File: config.mk
export PLATFORM = sky130hd
export DESIGN_NAME = ext_request_front
export DESIGN_NICKNAME = d
export VERILOG_FILES = /design/src/ext_request_detect.v /design/src/ext_request_front.v
export VERILOG_INCLUDE_DIRS = /design/src
export SDC_FILE = /design/constraint.sdc
export NUM_CORES = 1
export LEC_CHECK = 0
export BUFFER_PORTS_ARGS = -buffer_cell sky130_fd_sc_hd__buf_2
export CAP_MARGIN = 20
export CORE_MARGIN = 2
export CORE_UTILIZATION = 40
export DETAILED_ROUTE_END_ITERATION = 10
export GPL_TIMING_DRIVEN = 0
export PLACE_DENSITY = 0.84
export SLEW_MARGIN = 10
export SYNTH_ARGS = -nofsm -noshare
export SYNTH_HDL_FRONTEND = slang
export SYNTH_SLANG_ARGS = --single-unit
File: constraint.sdc
create_clock -name clk_sys -period 1.3 [get_ports clk_sys]
set_input_delay 0.195 -clock clk_sys [delete_from_list [all_inputs] [get_ports clk_sys]]
set_output_delay 0.195 -clock clk_sys [all_outputs]
set_load 0.03 [all_outputs]
File: src/ext_request_regs.vh
// Constants for the external request front end.
`ifndef EXT_REQUEST_REGS_VH
`define EXT_REQUEST_REGS_VH
`define EXT_NUM_INPUTS 8
`define EXT_NUM_IRQ 4
// Detection condition codes, two bits per input.
`define DET_LOW_LEVEL 2'h0
`define DET_HIGH_LEVEL 2'h1
`define DET_RISING_EDGE 2'h2
`define DET_FALLING_EDGE 2'h3
// Request numbers toward the CPU interrupt logic.
`define IRQ_NUM_A 8'h0F
`define IRQ_NUM_B 8'h14
`define IRQ_NUM_C 8'h18
`define IRQ_NUM_D 8'h1B
// Reset values.
`define FLAG_RESET 8'h00
`endif

File: src/ext_request_detect.v
// One external request channel: synchroniser and condition detector.
`timescale 1ns/1ps
`include "ext_request_regs.vh"
module ext_request_detect (
  input wire clk_sys, // machine clock
  input wire rst_sync_n, // synchronised reset, active low
  input wire pin_in, // asynchronous request pin
  input wire [1:0] condition, // detection condition code
  input wire transfer_mode, // channel serves data transfer requests
  output reg hit // condition seen this cycle
);
  reg sync_a;
  reg sync_b;
  reg prev;
  // ****************************************
  // Synchroniser
  // ****************************************
  // two stage sync
  always @(posedge clk_sys or negedge rst_sync_n)
  begin
    if (!rst_sync_n)
    begin
      sync_a <= 1'b0;
      sync_b <= 1'b0;
      prev <= 1'b0;
    end
    else
    begin
      sync_a <= pin_in;
      sync_b <= sync_a;
      prev <= sync_b;
    end
  end
  // ****************************************
  // Detector
  // ****************************************
  always @*
  begin
    case (condition)
      `DET_LOW_LEVEL: hit = ~sync_b;
      `DET_HIGH_LEVEL: hit = sync_b;
      `DET_RISING_EDGE: hit = ~transfer_mode & sync_b & ~prev;
      default: hit = ~transfer_mode & ~sync_b & prev;
    endcase
  end
endmodule // ext_request_detect

File: src/ext_request_front.v
// External interrupt and data transfer request front end, eight inputs.
// Functional notes
// - Eight request inputs each select their own detection condition.
// - As plain interrupts, inputs detect high, low, rising or falling.
// - In transfer use only high or low level detection is honoured.
// - Eight inputs feed four request numbers 15, 20, 24 and 27.
// - A per-input enable gates that input's request to the CPU.
// - Each detected condition sets a readable per-input flag.
// - With the transfer service disabled a request is a CPU interrupt.
// - With it enabled a request starts a transfer, then interrupts at the end of the count.
// - Requests leave through the common prioritised peripheral request path.
`timescale 1ns/1ps
`include "ext_request_regs.vh"
module ext_request_front (
  input wire clk_sys, // machine clock, 125 MHz
  input wire rst_n, // asynchronous reset, active low
  input wire [7:0] ext_request_pins, // external request pins
  input wire [15:0] detect_condition_select, // two bits per input
  input wire [7:0] ext_request_enable_mask, // per-input enable
  input wire [3:0] transfer_service_enable, // per request number
  input wire [7:0] flag_write_data, // value written to the flags
  input wire flag_write, // write strobe for the flags
  input wire [3:0] transfer_done, // transfer count finished, pulse
  output reg [7:0] ext_request_flag_reg, // latched request flags
  output reg [3:0] irq_request, // CPU interrupt request per number
  output reg [3:0] data_transfer_request, // transfer request per number
  output wire [31:0] irq_numbers // request numbers, four bytes
);
  reg rst_a;
  reg rst_sync_n;
  reg [3:0] end_pending;
  reg [3:0] next_end_pending;
  reg [3:0] next_irq;
  reg [3:0] next_transfer;
  reg [7:0] next_flag;
  reg [7:0] flag_keep;
  wire [7:0] hit;
  wire [3:0] group;
  wire [7:0] number_a;
  wire [7:0] number_b;
  wire [7:0] number_c;
  wire [7:0] number_d;
  integer i;
  integer j;

  // ****************************************
  // Helper functions
  // ****************************************
  // Folds the two enabled flags of one request number into one request.
  function pair_request;
    input [7:0] flags;
    input [7:0] enables;
    input integer number;
    begin
      pair_request = (flags[2*number] & enables[2*number]) |
        (flags[2*number+1] & enables[2*number+1]);
    end
  endfunction

  // Gives the flag bits that survive this cycle's software write.
  function [7:0] write_keep;
    input [7:0] data;
    input strobe;
    begin
      if (strobe)
        write_keep = data;
      else
        write_keep = 8'hFF;
    end
  endfunction

  // ****************************************
  // Reset release
  // ****************************************
  always @(posedge clk_sys or negedge rst_n)
  begin
    if (!rst_n)
    begin
      rst_a <= 1'b0;
      rst_sync_n <= 1'b0;
    end
    else
    begin
      rst_a <= 1'b1;
      rst_sync_n <= rst_a;
    end
  end
  // ****************************************
  // Channels
  // ****************************************
  genvar g;
  generate
    for (g = 0; g < `EXT_NUM_INPUTS; g = g + 1)
    begin : chan
      ext_request_detect u_det (
        .clk_sys(clk_sys),
        .rst_sync_n(rst_sync_n),
        .pin_in(ext_request_pins[g]),
        .condition(detect_condition_select[2*g+1:2*g]),
        .transfer_mode(transfer_service_enable[g/2]),
        .hit(hit[g])
      );
    end
  endgenerate

  // ****************************************
  // Flags
  // ****************************************
  // A level condition that is still present sets its flag on the same edge as the clear.
  // A clear therefore only sticks once the condition has gone away.
  always @*
  begin
    flag_keep = write_keep(flag_write_data, flag_write);
    next_flag = ext_request_flag_reg & flag_keep;
    next_flag = next_flag | hit;
  end

  always @(posedge clk_sys or negedge rst_sync_n)
  begin
    if (!rst_sync_n)
      ext_request_flag_reg <= `FLAG_RESET;
    else
      ext_request_flag_reg <= next_flag;
  end

  // ****************************************
  // Request grouping
  // ****************************************
  // enable gates output
  assign group[0] = pair_request(ext_request_flag_reg, ext_request_enable_mask, 0);
  assign group[1] = pair_request(ext_request_flag_reg, ext_request_enable_mask, 1);
  assign group[2] = pair_request(ext_request_flag_reg, ext_request_enable_mask, 2);
  assign group[3] = pair_request(ext_request_flag_reg, ext_request_enable_mask, 3);

  // ****************************************
  // End of transfer count
  // ****************************************
  // Remembers per request number that the transfer service finished its count.
  // Software acknowledges the final interrupt by turning the service off.
  always @*
  begin
    next_end_pending = end_pending;
    for (i = 0; i < `EXT_NUM_IRQ; i = i + 1)
    begin
      if (!transfer_service_enable[i])
        next_end_pending[i] = 1'b0;
      else if (transfer_done[i])
        next_end_pending[i] = 1'b1;
    end
  end

  // ****************************************
  // Request routing
  // ****************************************
  // While the service is on, the transfer request stands until the count ends.
  // The final interrupt then stands until software turns the service off.
  always @*
  begin
    next_irq = 4'h0;
    next_transfer = 4'h0;
    for (j = 0; j < `EXT_NUM_IRQ; j = j + 1)
    begin
      if (transfer_service_enable[j])
      begin
        next_transfer[j] = group[j] & ~end_pending[j];
        next_irq[j] = end_pending[j];
      end
      else
      begin
        next_irq[j] = group[j];
      end
    end
  end

  always @(posedge clk_sys or negedge rst_sync_n)
  begin
    if (!rst_sync_n)
    begin
      end_pending <= 4'h0;
      irq_request <= 4'h0;
      data_transfer_request <= 4'h0;
    end
    else
    begin
      end_pending <= next_end_pending;
      irq_request <= next_irq;
      data_transfer_request <= next_transfer;
    end
  end

  // ****************************************
  // Request numbers
  // ****************************************
  // four request numbers
  assign number_a = `IRQ_NUM_A;
  assign number_b = `IRQ_NUM_B;
  assign number_c = `IRQ_NUM_C;
  assign number_d = `IRQ_NUM_D;
  assign irq_numbers = {number_d, number_c, number_b, number_a};
endmodule // ext_request_front

==> out/qor.txt, run 1 <==
=================================================================================
Wire length reported by the detailed router ........................      3610 um
Top achievable clock speed .........................................      840 MHz
Largest stage delay on the critical path ...........................      0.45 ns
Final count of hold timing violations ..............................            0
Congestion Overflow GR .............................................            0
Slack of the worst reg-to-reg path .................................      0.11 ns
ANT nets after route ...............................................            0
Fill cell instance count of the final layout .......................          442
Crit share post-route ..............................................        91.6%
Non-filler instance count after layout .............................          322
Worst slew margin relative to its limit ............................        38.1%
Post-Syn Area per Cell .............................................   12.5 sq um
Fin crit period ....................................................      1.19 ns
Number of vias after detailed routing ..............................         1414
Count of standard-cell rows ........................................           25
Data arrival time of the critical path .............................      1.41 ns
Maximum number of pins on one net before global-route repair .......           45
Avg Vias per Cell ..................................................         4.39
Number of warnings reported in the yosys synthesis log .............            0
Port-buffer cells ..................................................           66
Source-to-sink clock delay at the later pin of the worst-skew pair .      0.29 ns
Transition time of the tightest slew-check pin .....................     0.928 ns
Largest cells by area after synthesis .............................. dfrtp_1 60%, buf_4 12%, and3b_1 4.5%
Post-detail-place hpwl .............................................      2710 um
Ratio of total power to cell area .................................. 1260 nW/um^2
Via count of the first global-routing pass .........................         1313
Origin of the critical flop-to-flop path ........................... chan[6].u_det.prev
Max Cap Violations .................................................            0
First-pass detailed-route iteration total ..........................            4
Iteration-0 DRC count of the detailed router .......................           39
Final estimated routing congestion in global placement .............        0.674
Final setup violation count ........................................            0
Wire per inst ......................................................      11.2 um
Synth Register Bits ................................................           46
Hold WC Path Type ..................................................    in -> reg
CTS buffer count ...................................................            5
Fraction of the yosys area taken by sequential cells ...............        59.7%
Clk pin slew, worst setup/hold paths ...............................      0.09 ns
Reg2Reg Capture Point .............................................. ext_request_flag_reg[6]
Number of I/O pins .................................................           99
Worst clock skew ...................................................   0.00544 ns
Ant diodes .........................................................            0
Final Slew Violations ..............................................            0
Core Area ..........................................................   4690 sq um
Starting Density ...................................................        41.1%
Number of antenna violations at the first check in global routing ..            0
Area Overhead vs Synth .............................................        37.1%
Crit Path Max Fanout ...............................................            2
Unrepaired setup endpoints after global routing ....................           no
Worst setup SP type ................................................         flop
Area share of the largest cell type after synthesis ................        59.7%
Die X-Extent .......................................................      73.4 um
Endpoint of the worst hold path .................................... end_pending[1]
Max Buffers Root-to-Sink ...........................................            2
Startpoint of the most critical hold path .......................... transfer_done[1]
Crit path max-delay cell type ......................................       or4b_1
Static Leakage .....................................................      1.38 nW
Layout net count ...................................................          318
Global-route wire length before repair .............................      5450 um
Worst voltage drop across the vdd grid .............................     0.789 mV
DP Cell Count ......................................................          305
CTS tree ...........................................................          yes
Hold Crit Depth ....................................................            2
Total setup buffers inserted after CTS .............................            0
Most area-hungry cell type in the Yosys netlist ....................      dfrtp_1
Remaining routing DRC violations ...................................            0
Result of the run .................................................. complete, no violations
Maximum level of the CTS H-tree ....................................            2
Required time of the critical path .................................      1.52 ns
Gate count of the mapped netlist ...................................          154
Layout cells sized above 1 .........................................        41.8%
Die area ...........................................................   5390 sq um
Post-synthesis instance area .......................................   1930 sq um
Sum of negative setup slack ........................................         0 ns
Root cell of the clock tree ........................................     clkbuf_8
Vertical die dimension .............................................      73.4 um
Clock net sink count ...............................................           46
Worst-path cell chain .............................................. or4b_1 > and3_1 > o21ai_1
Crit Path Class ....................................................   reg -> reg
R2r worst-path depth ...............................................            3
Endpoint kind of the worst setup timing path .......................         flop
Overall track demand over capacity in global routing ...............        13.5%
Distinct cell type count after synthesis ...........................           21
=================================================================================
==> Yosys cell counts, drive strengths merged <==
| master | instances |
|---|---|
| nor3 | 1 |
| and4b | 1 |
| nand2b | 8 |
| buf | 32 |
| o221ai | 7 |
| conb | 2 |
| a21oi | 7 |
| xor2 | 7 |
| inv | 1 |
| o21ai | 9 |
| a22o | 4 |
| mux2 | 4 |
| o21a | 4 |
| and3b | 11 |
| and3 | 1 |
| nor2 | 8 |
| or4b | 1 |
| dfrtp | 46 |
==> where the power goes <==
group,leakage [nW],total (mW),switching [mW],internal [mW]
clock network,0.0514,1.04,0.470,0.574
logic,0.793,0.672,0.397,0.274
registers,0.540,1.62,0.0828,1.54
==> worst max path at each step <==
stage / start / end / slack [ns] / depth (start not counted)
2_1_floorplan: chan[6].u_det.prev / ext_request_flag_reg[6] / 0.18 / 3
3_3_place_gp: transfer_service_enable[3] / ext_request_flag_reg[6] / 0.14 / 4
3_5_place_dp: transfer_service_enable[3] / ext_request_flag_reg[6] / 0.1 / 4
4_1_cts: chan[6].u_det.prev / ext_request_flag_reg[6] / 0.1 / 3
5_1_grt: chan[6].u_det.prev / ext_request_flag_reg[6] / 0.05 / 3
6_report: chan[6].u_det.prev / ext_request_flag_reg[6] / 0.11 / 3
==> stage by stage <==
| stage | setup WS [ns] | total power, mW | instance area, sq um | hold slack (ns) | util (%) |
|---|---|---|---|---|---|
| 2_1_floorplan | 0.181 | 2.10 | 2040 | -0.101 | - |
| 3_3_place_gp | 0.143 | 2.29 | 2440 | -0.0195 | 52.1 |
| 3_5_place_dp | 0.0966 | 2.31 | 2440 | -0.0186 | 52.1 |
| 4_1_cts | 0.0987 | 3.38 | 2640 | 0.107 | 56.3 |
| 5_1_grt | 0.0456 | 3.50 | 2640 | 0.102 | 56.3 |
| 6_report | 0.110 | 3.34 | 2640 | 0.116 | 56.3 |
==> layout by cell type (no fill, tap or decap), types with 5 or more instances in the layout <==
cell / instances
a21oi_1: 7
dlygate4sd3_1: 9
dfrtp_1: 45
conb_1: 33
xor2_1: 7
o221ai_1: 7
buf_4: 32
o21ai_0: 8
buf_2: 66
clkbuf_8: 5
and3b_1: 10
nor2_1: 8
nand2b_1: 7
==> worst max-delay path: cells and delay by family (launching register included) <==
family	cells	cell delay, ns
flip-flops	1	0.37
AO/OA/AOI/OAI	1	0.12
AND/OR/NAND/NOR	2	0.62
==> routing by layer <==
metal,wire (um),track usage (%)
met1,1520,15.0
met2,1800,23.4
met3,246,4.53
met4,50,5.86
met5,0,0
==> logic make-up after synthesis <==
group           count (synthesis)  synth area share, %
mux                             4                 2.34
buf+inv                        33                 12.7
compound gates                 31                 10.7
other cells                     2                0.390
flops                          46                 59.7
simple gates                   31                 11.0
xor+xnor                        7                 3.18
==> layout make-up <==
cell class	count	area (sq um)	share of cell area (%)
sequential	46	1150	43.6
multi-input combinational	106	648	24.5
timing repair buffer	75	420	15.9
buffer	32	240	9.09
clock buffer	6	72.6	2.75
tap	54	67.6	2.56
clock inverter	2	37.5	1.42
inverter	1	3.75	0.142
==> what timing repair did <==
action,in CTS,in global routing
gates resized for setup,0,0
hold endpoints to repair,10,0
hold buffers,9,0
setup endpoints to repair,0,0
No activity file was read; power rests on OpenSTA's default activity.
==> inputs of run 2 (changes only) <==
--- a/config.mk
+++ b/config.mk
@@ -13,6 +13,7 @@
 export DETAILED_ROUTE_END_ITERATION = 10
 export GPL_TIMING_DRIVEN = 0
 export PLACE_DENSITY = 0.84
+export RECOVER_POWER = 100
 export SLEW_MARGIN = 10
 export SYNTH_ARGS = -nofsm -noshare
 export SYNTH_HDL_FRONTEND = slang
==> out/qor.txt, run 2 (synthesis results as in run 1) <==
=================================================================================
Number of vias after detailed routing ..............................         1411   was 1414
Wire per inst ......................................................      11.3 um   was 11.2 um
CTS buffer count ...................................................            5   unchanged
Fin crit period ....................................................      1.20 ns   was 1.19 ns
Result of the run .................................................. complete, no violations   unchanged
Internal power .....................................................      2.37 mW   was 2.39 mW
Root cell of the clock tree ........................................     clkbuf_8   unchanged
Most frequent cells in the layout .................................. 49 x buf_2, 45 x dfrtp_1, 33 x conb_1   was 66 x buf_2, 45 x dfrtp_1, 33 x conb_1
Via count of the first global-routing pass .........................         1313   unchanged
Ant diodes .........................................................            0   unchanged
Area Overhead vs Synth .............................................        36.0%   was 37.1%
Crit Path Max Fanout ...............................................            3   was 2
Number of antenna violations at the first check in global routing ..            0   unchanged
Core Area ..........................................................   4690 sq um   unchanged
First-pass detailed-route iteration total ..........................            4   unchanged
Largest stage delay on the critical path ...........................      0.38 ns   was 0.45 ns
Pre-CTS WS .........................................................    0.0966 ns   unchanged
Maximum level of the CTS H-tree ....................................            2   unchanged
Endpoint kind of the worst setup timing path .......................   output pin   was flop
Crit path max-delay cell type ......................................      dfrtp_1   was or4b_1
Source-to-sink clock delay at the later pin of the worst-skew pair .      0.29 ns   about the same
Avg Vias per Cell ..................................................         4.38   was 4.39
Worst slew margin relative to its limit ............................        38.1%   about the same
Worst setup SP type ................................................         flop   unchanged
Final count of hold timing violations ..............................            0   unchanged
Post-detail-place hpwl .............................................      2710 um   unchanged
Share of the core filled with cells in the final layout ............        55.9%   was 56.3%
Layout cells sized above 1 .........................................        35.4%   was 41.8%
Final setup violation count ........................................            0   unchanged
Final estimated routing congestion in global placement .............        0.674   unchanged
Wire length reported by the detailed router ........................      3640 um   was 3610 um
Clock net sink count ...............................................           46   unchanged
ANT nets after route ...............................................            0   unchanged
Iteration-0 DRC count of the detailed router .......................           38   was 39
Static Leakage .....................................................      1.34 nW   was 1.38 nW
Critical path buffer and inverter count ............................            1   was 0
Crit Path Class ....................................................   reg -> out   was reg -> reg
Worst path top cell family by delay ................................   flip-flops   was simple AND/OR/NAND/NOR gates
Fraction of power consumed by combinational cells ..................        19.7%   was 20.1%
Final setup margin .................................................    0.0967 ns   was 0.110 ns
Remaining routing DRC violations ...................................            0   unchanged
Final Slew Violations ..............................................            0   unchanged
Crit share post-route ..............................................        92.6%   was 91.6%
Starting Density ...................................................        41.1%   unchanged
Die area ...........................................................   5390 sq um   unchanged
Unrepaired setup endpoints after global routing ....................           no   unchanged
Global-route wire length before repair .............................      5450 um   unchanged
Switch Pwr .........................................................     0.954 mW   was 0.950 mW
Transition time of the tightest slew-check pin .....................     0.928 ns   about the same
Most common cell after layout, fill and taps aside .................        buf_2   unchanged
Die X-Extent .......................................................      73.4 um   unchanged
Worst clock skew ...................................................   0.00553 ns   was 0.00544 ns
Required time of the critical path .................................      1.11 ns   was 1.52 ns
Hold WC Path Type ..................................................    in -> reg   unchanged
Clock Power Share ..................................................        31.4%   was 31.2%
Congestion Overflow GR .............................................            0   unchanged
Port-buffer cells ..................................................           66   unchanged
Maximum number of pins on one net before global-route repair .......           45   unchanged
Worst-path cell chain ..............................................     clkbuf_1   was or4b_1 > and3_1 > o21ai_1
Clk pin slew, worst setup/hold paths ...............................      0.09 ns   about the same
Vertical die dimension .............................................      73.4 um   unchanged
Number of I/O pins .................................................           99   unchanged
Max Buffers Root-to-Sink ...........................................            2   unchanged
Sum of negative setup slack ........................................         0 ns   unchanged
Count of standard-cell rows ........................................           25   unchanged
Top achievable clock speed .........................................      831 MHz   was 840 MHz
Worst voltage drop across the vdd grid .............................     0.779 mV   was 0.789 mV
Overall track demand over capacity in global routing ...............        13.5%   unchanged
Share of power burned in registers .................................        48.9%   was 48.6%
Layout net count ...................................................          318   unchanged
Data arrival time of the critical path .............................      1.01 ns   was 1.41 ns
Max Cap Violations .................................................            0   unchanged
Ratio of total power to cell area .................................. 1270 nW/um^2   was 1260 nW/um^2
Switching portion of total power ...................................        28.7%   was 28.4%
CTS tree ...........................................................          yes   unchanged
=================================================================================
## run 2: repair_timing
item | 4_1_cts | 5_1_grt
hold endpoints to repair | 10 | 0
hold buffers | 9 | 0
buffers inserted | 0 | 0
resized for setup | 0 | 0
## run 2: power groups by stage
stage | Clock [mW] | Combinational (mW) | Sequential, mW
finish | 1.04 | 0.654 | 1.63
global route | 1.14 | 0.703 | 1.65
CTS | 1.08 | 0.669 | 1.63
detailed placement | 0 | 0.646 | 1.66
global placement | 0 | 0.635 | 1.65
floorplan | 0 | 0.330 | 1.77
## run 2: per-layer routing
layer  vias to the layer above  part of all wire [%]  GRT usage (%)
li1                        694                     -              -
met1                       652                    42           15.0
met2                        59                    49           23.4
met3                         6                   6.9           4.53
met4                         0                   1.4           5.86
met5                         -                     0              0
## run 2: area by class of cell
cell class                 count  area, sq um
fill                         444         2070
sequential                    46         1150
multi-input combinational    106          648
timing repair buffer          75          399
buffer                        32          240
clock buffer                   6         72.6
tap                           54         67.6
clock inverter                 2         37.5
inverter                       1         3.75
## run 2: path summary, 6_finish.rpt
path	startpoint	to	slack [ns]	cells after the start
min reg2reg	chan[3].u_det.sync_a	chan[3].u_det.sync_b	0.35	0
max in group asynchronous	rst_sync_n	data_transfer_request[3]	0.30	0
min in group asynchronous	rst_n	rst_sync_n	0.22	2
min	transfer_done[1]	end_pending[1]	0.12	2
max	ext_request_flag_reg[5]	ext_request_flag_reg[5]	0.1	1
max reg2reg	chan[6].u_det.prev	ext_request_flag_reg[6]	0.11	3
## run 2: per-stage QoR
stage | instance area [sq um] | hold slack, ns | std cells | power, mW
after global placement | 2440 | -0.0195 | 305 | 2.29
after CTS | 2640 | 0.107 | 322 | 3.38
final | 2620 | 0.116 | 322 | 3.32
after global routing | 2620 | 0.102 | 322 | 3.49
after detailed placement | 2440 | -0.0186 | 305 | 2.31
after floorplan | 2040 | -0.101 | 185 | 2.10
